## config.mk

```make
export PLATFORM = sky130hd
export DESIGN_NAME = airss_top
export DESIGN_NICKNAME = d
export VERILOG_FILES = /design/src/rtl/airss_top.v
export VERILOG_INCLUDE_DIRS = /design/src /design/src/rtl
export SDC_FILE = /design/constraint.sdc
export NUM_CORES = 1
export LEC_CHECK = 0
export ABC_AREA = 1
export ABC_CLOCK_PERIOD_IN_PS = 1800
export BUFFER_PORTS_ARGS = -buffer_cell sky130_fd_sc_hd__buf_2
export CAP_MARGIN = 20
export CORE_ASPECT_RATIO = 0.7
export CORE_MARGIN = 3
export CORE_UTILIZATION = 30
export DETAILED_ROUTE_END_ITERATION = 8
export SYNTH_ARGS = -nofsm -noshare
export SYNTH_HDL_FRONTEND = slang
export SYNTH_SLANG_ARGS = --single-unit
```

## constraint.sdc

```tcl
create_clock -name mclk -period 1.8 [get_ports mclk]
set_input_delay 0.27 -clock mclk [delete_from_list [all_inputs] [get_ports mclk]]
set_output_delay 0.27 -clock mclk [all_outputs]
set_load 0.05 [all_outputs]
```

## src/rtl/airss_regs.vh

```
// register map, field positions and reset values of the interrupt status block
// assumes byte-wide registers at 16-bit addresses on the control port
`ifndef AIRSS_REGS_VH
`define AIRSS_REGS_VH

`define AIRSS_ADDR_W              16
`define AIRSS_DATA_W              8

`define AIRSS_RAW_THERMAL_ADDR    16'h2001
`define AIRSS_RAW_CLOCK_ADDR      16'h2002
`define AIRSS_RAW_POWER_ADDR      16'h2003
`define AIRSS_STICKY_THERMAL_ADDR 16'h2006
`define AIRSS_STICKY_CLOCK_ADDR   16'h2007
`define AIRSS_FLAG_THERMAL_ADDR   16'h200B
`define AIRSS_FLAG_CLOCK_ADDR     16'h200C
`define AIRSS_CLEAR_THERMAL_ADDR  16'h2010
`define AIRSS_CLEAR_CLOCK_ADDR    16'h2011
`define AIRSS_ENABLE_THERMAL_ADDR 16'h2012
`define AIRSS_ENABLE_CLOCK_ADDR   16'h2013
`define AIRSS_IRQ_CTRL_ADDR       16'h2014

`define AIRSS_RESET_VALUE         8'h00
`define AIRSS_CLOCK_USED_MASK     8'h37
`define AIRSS_IRQ_EN_BIT          0

`define AIRSS_BIT_OVERTEMP_BGN    7
`define AIRSS_BIT_OVERTEMP_END    6
`define AIRSS_BIT_WARN_BGN        5
`define AIRSS_BIT_WARN_END        4
`define AIRSS_BIT_FOLDBACK_BGN    3
`define AIRSS_BIT_FOLDBACK_END    2
`define AIRSS_BIT_TRIM_FAIL       1
`define AIRSS_BIT_OVERCURRENT     0

`define AIRSS_BIT_INT_SPKMON      5
`define AIRSS_BIT_INT_CLOCK       4
`define AIRSS_BIT_CLK_RECOVERY    2
`define AIRSS_BIT_EXT_CLOCK       1
`define AIRSS_BIT_EXT_DATAMON     0

`define AIRSS_BIT_POWERUP         5
`define AIRSS_BIT_POWERDOWN       4
`define AIRSS_BIT_POWER_UV        3
`define AIRSS_BIT_BATTERY_UV      2
`define AIRSS_BIT_TRACK_BGN       1
`define AIRSS_BIT_TRACK_END       0

`endif

```

## src/rtl/airss_top.v

```verilog
// interrupt raw, sticky state and flag logic of the speaker amplifier
// assumes raw indicator levels synchronous to mclk and a byte-wide
// register port driven by the control bus front end in the same domain
`timescale 1ns/100ps
`include "airss_regs.vh"

// Summary of operation
// RQ1 - raw clock bit0 follows external data monitor
// RQ2 - raw power bit5 shows power-up complete
// RQ3 - raw power bit4 shows power-down complete
// RQ4 - raw power bit3 shows power rail undervoltage
// RQ5 - raw power bit2 shows battery rail undervoltage
// RQ6 - raw power bit1 shows headroom tracking active
// RQ7 - raw power bit0 shows headroom tracking ended
// RQ8 - sticky bit7 latches overtemp shutdown begin edge
// RQ9 - sticky bit6 latches overtemp shutdown end edge
// RQ10 - sticky bit5 latches temp warning begin edge
// RQ11 - sticky bit4 latches temp warning end edge
// RQ12 - sticky bit3 latches foldback begin edge
// RQ13 - sticky bit2 latches foldback end edge
// RQ14 - sticky bit1 latches trim load failure edge
// RQ15 - sticky bit0 latches overcurrent edge, its flag gated by enable bit0
// RQ16 - clock sticky bit5 latches internal monitor fault
// RQ17 - clock sticky bit4 latches internal clock fault
// RQ18 - clock sticky bit2 latches clock recovery edge
// RQ19 - clock sticky bit1 latches external clock fault
// RQ20 - flags are sticky gated by enable; edge interrupts
// RQ21 - write one clears; coincident edge keeps bit set
module airss_top #(
   parameter DATA_W = `AIRSS_DATA_W,
   parameter ADDR_W = `AIRSS_ADDR_W
) (
   input  wire              mclk,
   input  wire              rst,
   input  wire              overtemp_shutdown_begin_level,
   input  wire              overtemp_shutdown_end_level,
   input  wire              temp_warning_begin_level,
   input  wire              temp_warning_end_level,
   input  wire              temp_foldback_begin_level,
   input  wire              temp_foldback_end_level,
   input  wire              trim_load_failure_level,
   input  wire              speaker_overcurrent_level,
   input  wire              internal_speaker_monitor_fault_level,
   input  wire              internal_clock_fault_level,
   input  wire              clock_fault_recovery_level,
   input  wire              external_clock_fault_level,
   input  wire              ext_data_monitor_fault_level,
   input  wire              powerup_complete_level,
   input  wire              powerdown_complete_level,
   input  wire              power_rail_undervolt_level,
   input  wire              battery_rail_undervolt_level,
   input  wire              headroom_track_begin_level,
   input  wire              headroom_track_end_level,
   input  wire [ADDR_W-1:0] reg_addr,
   input  wire              reg_wr_en,
   input  wire [DATA_W-1:0] reg_wdata,
   input  wire              reg_rd_en,
   output reg  [DATA_W-1:0] reg_rdata,
   output reg               reg_rd_valid,
   output reg               irq_pulse
);

   // live raw levels, captured once so edge detect and readback agree
   reg  [7:0] raw_thermal_r;
   reg  [7:0] raw_clock_r;
   reg  [7:0] raw_power_r;
   reg  [7:0] prev_thermal_r;
   reg  [7:0] prev_clock_r;
   reg  [7:0] sticky_thermal_r;
   reg  [7:0] sticky_clock_r;
   reg  [7:0] enable_thermal_r;
   reg  [7:0] enable_clock_r;
   reg  [7:0] flag_thermal_r;
   reg  [7:0] flag_clock_r;
   reg        irq_en_r;

   reg  [7:0] raw_thermal_nxt;
   reg  [7:0] raw_clock_nxt;
   reg  [7:0] raw_power_nxt;
   reg  [7:0] rise_thermal;
   reg  [7:0] rise_clock;
   reg  [7:0] clear_thermal;
   reg  [7:0] clear_clock;
   reg  [7:0] sticky_thermal_nxt;
   reg  [7:0] sticky_clock_nxt;
   reg  [7:0] flag_thermal_nxt;
   reg  [7:0] flag_clock_nxt;
   reg        irq_nxt;
   reg  [7:0] rdata_nxt;

   always @*
   begin
      raw_thermal_nxt = `AIRSS_RESET_VALUE;
      raw_thermal_nxt[`AIRSS_BIT_OVERTEMP_BGN] = overtemp_shutdown_begin_level;
      raw_thermal_nxt[`AIRSS_BIT_OVERTEMP_END] = overtemp_shutdown_end_level;
      raw_thermal_nxt[`AIRSS_BIT_WARN_BGN]     = temp_warning_begin_level;
      raw_thermal_nxt[`AIRSS_BIT_WARN_END]     = temp_warning_end_level;
      raw_thermal_nxt[`AIRSS_BIT_FOLDBACK_BGN] = temp_foldback_begin_level;
      raw_thermal_nxt[`AIRSS_BIT_FOLDBACK_END] = temp_foldback_end_level;
      raw_thermal_nxt[`AIRSS_BIT_TRIM_FAIL]    = trim_load_failure_level;
      raw_thermal_nxt[`AIRSS_BIT_OVERCURRENT]  = speaker_overcurrent_level;

      raw_clock_nxt = `AIRSS_RESET_VALUE;
      raw_clock_nxt[`AIRSS_BIT_INT_SPKMON]     = internal_speaker_monitor_fault_level;
      raw_clock_nxt[`AIRSS_BIT_INT_CLOCK]      = internal_clock_fault_level;
      raw_clock_nxt[`AIRSS_BIT_CLK_RECOVERY]   = clock_fault_recovery_level;
      raw_clock_nxt[`AIRSS_BIT_EXT_CLOCK]      = external_clock_fault_level;
      raw_clock_nxt[`AIRSS_BIT_EXT_DATAMON]    = ext_data_monitor_fault_level; // RQ1

      raw_power_nxt = `AIRSS_RESET_VALUE;
      raw_power_nxt[`AIRSS_BIT_POWERUP]        = powerup_complete_level;       // RQ2
      raw_power_nxt[`AIRSS_BIT_POWERDOWN]      = powerdown_complete_level;     // RQ3
      raw_power_nxt[`AIRSS_BIT_POWER_UV]       = power_rail_undervolt_level;   // RQ4
      raw_power_nxt[`AIRSS_BIT_BATTERY_UV]     = battery_rail_undervolt_level; // RQ5
      raw_power_nxt[`AIRSS_BIT_TRACK_BGN]      = headroom_track_begin_level;   // RQ6
      raw_power_nxt[`AIRSS_BIT_TRACK_END]      = headroom_track_end_level;     // RQ7
   end

   // rising edges of the captured raw levels
   always @*
   begin
      rise_thermal = raw_thermal_r & ~prev_thermal_r; // RQ8 RQ9 RQ10 RQ11 RQ12 RQ13 RQ14
      rise_clock   = raw_clock_r & ~prev_clock_r & `AIRSS_CLOCK_USED_MASK; // RQ16 RQ17 RQ18 RQ19
   end

   // clear strobes are write-one pulses, they store nothing
   always @*
   begin
      clear_thermal = `AIRSS_RESET_VALUE;
      clear_clock   = `AIRSS_RESET_VALUE;
      if (reg_wr_en && reg_addr == `AIRSS_CLEAR_THERMAL_ADDR)
      begin
         clear_thermal = reg_wdata[7:0]; // RQ21
      end
      if (reg_wr_en && reg_addr == `AIRSS_CLEAR_CLOCK_ADDR)
      begin
         clear_clock = reg_wdata[7:0]; // RQ21
      end
   end

   // a new edge in the clear cycle wins so no event is lost
   always @*
   begin
      sticky_thermal_nxt = (sticky_thermal_r & ~clear_thermal) | rise_thermal; // RQ15 RQ21
      sticky_clock_nxt   = (sticky_clock_r & ~clear_clock) | rise_clock;       // RQ21
      flag_thermal_nxt   = sticky_thermal_nxt & enable_thermal_r; // RQ20
      flag_clock_nxt     = sticky_clock_nxt & enable_clock_r;     // RQ20
      irq_nxt = irq_en_r &
                (|(flag_thermal_nxt & ~flag_thermal_r) |
                 |(flag_clock_nxt & ~flag_clock_r)); // RQ20
   end

   // readback; unmapped addresses and clear registers read zero
   always @*
   begin
      case (reg_addr)
         `AIRSS_RAW_THERMAL_ADDR:    rdata_nxt = raw_thermal_r;
         `AIRSS_RAW_CLOCK_ADDR:      rdata_nxt = raw_clock_r;      // RQ1
         `AIRSS_RAW_POWER_ADDR:      rdata_nxt = raw_power_r;      // RQ2 RQ3 RQ4 RQ5 RQ6 RQ7
         `AIRSS_STICKY_THERMAL_ADDR: rdata_nxt = sticky_thermal_r; // RQ8
         `AIRSS_STICKY_CLOCK_ADDR:   rdata_nxt = sticky_clock_r;   // RQ16
         `AIRSS_FLAG_THERMAL_ADDR:   rdata_nxt = flag_thermal_r;
         `AIRSS_FLAG_CLOCK_ADDR:     rdata_nxt = flag_clock_r;
         `AIRSS_ENABLE_THERMAL_ADDR: rdata_nxt = enable_thermal_r;
         `AIRSS_ENABLE_CLOCK_ADDR:   rdata_nxt = enable_clock_r;
         `AIRSS_IRQ_CTRL_ADDR:       rdata_nxt = {7'h00, irq_en_r};
         default:                    rdata_nxt = `AIRSS_RESET_VALUE;
      endcase
   end

   always @(posedge mclk)
   begin
      if (rst)
      begin
         raw_thermal_r    <= `AIRSS_RESET_VALUE;
         raw_clock_r      <= `AIRSS_RESET_VALUE;
         raw_power_r      <= `AIRSS_RESET_VALUE;
         prev_thermal_r   <= `AIRSS_RESET_VALUE;
         prev_clock_r     <= `AIRSS_RESET_VALUE;
         sticky_thermal_r <= `AIRSS_RESET_VALUE;
         sticky_clock_r   <= `AIRSS_RESET_VALUE;
         enable_thermal_r <= `AIRSS_RESET_VALUE;
         enable_clock_r   <= `AIRSS_RESET_VALUE;
         flag_thermal_r   <= `AIRSS_RESET_VALUE;
         flag_clock_r     <= `AIRSS_RESET_VALUE;
         irq_en_r         <= 1'b0;
         irq_pulse        <= 1'b0;
         reg_rdata        <= `AIRSS_RESET_VALUE;
         reg_rd_valid     <= 1'b0;
      end
      else
      begin
         // a level already high when reset drops counts as an edge
         raw_thermal_r    <= raw_thermal_nxt;
         raw_clock_r      <= raw_clock_nxt;
         raw_power_r      <= raw_power_nxt;
         prev_thermal_r   <= raw_thermal_r;
         prev_clock_r     <= raw_clock_r;
         sticky_thermal_r <= sticky_thermal_nxt;
         sticky_clock_r   <= sticky_clock_nxt;
         flag_thermal_r   <= flag_thermal_nxt;
         flag_clock_r     <= flag_clock_nxt;
         irq_pulse        <= irq_nxt;
         if (reg_wr_en && reg_addr == `AIRSS_ENABLE_THERMAL_ADDR)
         begin
            enable_thermal_r <= reg_wdata[7:0];
         end
         if (reg_wr_en && reg_addr == `AIRSS_ENABLE_CLOCK_ADDR)
         begin
            enable_clock_r <= reg_wdata[7:0] & `AIRSS_CLOCK_USED_MASK;
         end
         if (reg_wr_en && reg_addr == `AIRSS_IRQ_CTRL_ADDR)
         begin
            irq_en_r <= reg_wdata[`AIRSS_IRQ_EN_BIT];
         end
         reg_rd_valid <= reg_rd_en;
         if (reg_rd_en)
         begin
            reg_rdata <= rdata_nxt;
         end
      end
   end

endmodule // airss_top

```

==> flow_summary.ini <==
[run_status]
outcome = finished clean

[logic_synthesis]
synth-seq-cells = 85
netlist_instances = 524
yosysMostFrequentCell = nor2_1
ys_top_cells_by_count = nor2_1 (97), nand2_1 (96), dfxtp_1 (85)
yosys.area.top_type_share_pct = 45.4
ys_top_cells_by_area = dfxtp_1 (45%), nor2_1 (9.7%), nand2_1 (9.6%)
synth_top_area_cell = dfxtp_1
synthArstFlopShare_pct = 0
yosysSeqAreaShare_pct = 45.4
yosysUniqueCellTypes = 31
avgSynthCellArea_um2 = 7.15
yosys_warnings = 0
synth-edff-count = 0
synthFlopType = dfxtp_1
netlist_area_mm2 = 0.00374
synth_nets = 571

[floorplan]
initial_core_util_pct = 31.4
chipHeight_um = 99.5
dieArea_mm2 = 0.0139
dieWidth_um = 140
core_area_mm2 = 0.0119
fp-row-count = 33
ios = 57

[power]
leakage_nw = 2.04
total_power_w = 0.00403
vdd_drop_max_v = 0.000443
p_per_area_mw_per_mm2 = 876

[drt]
wirelength_um = 10200
vias_per_cell = 4.71
vias = 3544
firstDrtPassIters = 4
drcViolationCount = 0
postRouteAntennaNets = 0
detail_route.wl_per_cell_um = 13.6
drtIter0Drc = 218

[critical_path]
required_ns = 2.03
arrival_ns = 1.72
cp_top_family = simple AND/OR/NAND/NOR gates
crit_path_cell_trace = buf_2, nor2_1, nand2_1, nor2_4, buf_12, nand4_1, nand2_1, nand2_1, nand2_1, nand2_1, nor2_1, nand2_1, nor2_1, nor2_1
start_kind = input port
worst-path-max-fanout = 27
crit_path_end_kind = flip-flop
crit_type = input port to flip-flop
cpMostUsedCell = nand2_1
cp_num_buf_inv = 2
critPathMaxStageDelay_ns = 0.19
cp_slowest_cell = buf_12

[final_layout]
seq_area_mm2 = 0.00170
fillCellCount = 1255
area_growth_pct = 23.1
n_antenna_cell = 0
multi_input_area_mm2 = 0.00172
layout-drive-gt1-share_pct = 22.1
nets = 639

[clock_network]
clockBufferDepth = 2
cts.htree.levels = 3
hold_buffers = 0
clock_latency_ns = 0.34
post_cts_resized = 0
cts_sinks = 85
cts_tree = built
clkTransAtPathRegs_ns = 0.06
post_cts_buffers = 0
cts_root_buf = clkbuf_16
numCtsBuffers = 9

[worst_hold_path]
min_path_type = input port to flip-flop

[timing]
slew_violations = 0
fin_crit_sh_pct = 82.6
finalSetupViolations = 0
setup-tns-final_ns = 0
setup_ws_ns = 0.313
rsz0062_at_grt = no
tightest_slew_ns = 0.431
fin_crit_ns = 1.49
hold_violations = 0
slew_headroom_pct = 71.2
fmax_mhz = 673
clock_skew_ns = 0.00866

[global_routing]
grt_pass1_vias = 3395
grt_pass1_wl_um = 16500
antenna_found_initial = 0
grt_max_degree = 70
track_usage_pct = 15.0
gr-total-overflow = 0

[job]
maxCapViolCount = 0

[placement]
place_ws_ns = -0.0115
dp_hpwl_um = 7800
numPortBuffers = 56
gp_congestion = 0.909
## flip-flops by register name, indices dropped and copies added, names as in the netlist, 6 cells and up
register          flops
raw_power_r           6
prev_thermal_r        8
reg_rdata             8
sticky_thermal_r      8
sticky_clock_r        8
flag_thermal_r        8
enable_thermal_r      8
raw_thermal_r         8
## worst register-to-register path: stages, from the launching register on
cell and delay, ns:
dfxtp_1 0.31, inv_1 0.06, or2_2 0.30, nand2_1 0.10
nand2_1 0.09, nand2_1 0.09, nor2_1 0.05, nand2_1 0.06
nor2_1 0.05, nor2_1 0.09
## metrics by stage
step / instance area, um^2 / std cells / hold WS [ns] / utilization (%)
4_1_cts: 4610 / 753 / 0.125 / 38.6
3_3_place_gp: 4320 / 738 / 0.434 / 36.2
6_report: 4610 / 753 / 0.133 / 38.6
5_1_grt: 4610 / 753 / 0.130 / 38.6
2_1_floorplan: 3740 / 524 / 0.368 / -
3_5_place_dp: 4320 / 738 / 0.429 / 36.2
## area by class of cell
| class | count | share of cell area (%) |
|---|---|---|
| Clock inverter | 6 | 1.38 |
| Clock buffer | 9 | 4.89 |
| Timing Repair Buffer | 75 | 10.3 |
| Sequential cell | 85 | 36.9 |
| Inverter | 62 | 5.05 |
| Tap cell | 157 | 4.26 |
| Multi-Input combinational cell | 359 | 37.2 |
## kinds of logic (layout without fill, tap and decap cells)
| kind of cell | after synthesis | count (layout) | synth area share [%] |
|---|---|---|---|
| simple gates | 295 | 295 | 36.4 |
| flops | 85 | 85 | 45.4 |
| buf+inv | 80 | 152 | 8.89 |
| compound gates | 64 | 64 | 9.29 |
## path summary, 6_finish.rpt
check	start	cells past startpoint	end	slack [ns]
worst max-delay path	reg_addr[11]	14	irq_pulse$_SDFF_PP0_	0.31
worst max register to register	raw_thermal_r[1]$_SDFF_PP0_	9	irq_pulse$_SDFF_PP0_	0.55
worst min register to register	enable_clock_r[1]$_SDFFE_PP0P_	2	flag_clock_r[1]$_SDFF_PP0_	0.44
worst min-delay path	clock_fault_recovery_level	3	raw_clock_r[2]$_SDFF_PP0_	0.13
## power by group
group          switching (W)  internal, W  leakage (nW)
logic               0.000173     0.000103          1.20
registers          0.0000224      0.00194         0.695
clock network       0.000734      0.00107         0.138
total               0.000929      0.00311          2.04
## per-layer routing
metal	global-route usage, %	wire, um	vias to the layer above
met5	0	0	-
met4	3.80	90	0
met3	3.80	723	12
met2	22.9	4410	122
met1	21.3	5000	1608
li1	-	-	1802
## placed cells by master (no fill, tap or decap)
cell and count:
nor2_1 97, buf_4 15, nor2_4 8, clkbuf_16 9
buf_12 4, o21ai_0 20, nand2_1 96, o221ai_1 1
a21oi_2 1, inv_2 2, nand3b_1 1, o22ai_1 5
nand4_1 13, buf_2 56, clkinvlp_4 2, inv_1 59
nand4_4 1, a31oi_1 2, nand3_1 40, or2_2 12
o21ai_1 6, inv_6 1, bufinv_16 1, nor3_1 9
nor3_2 1, nand2_2 8, o2111ai_1 1, a21oi_1 25
a211oi_1 3, dfxtp_1 85, nand4_2 1, clkinv_2 2
clkinv_1 1, nor2_2 8
(Power assumes the default switching activity.)
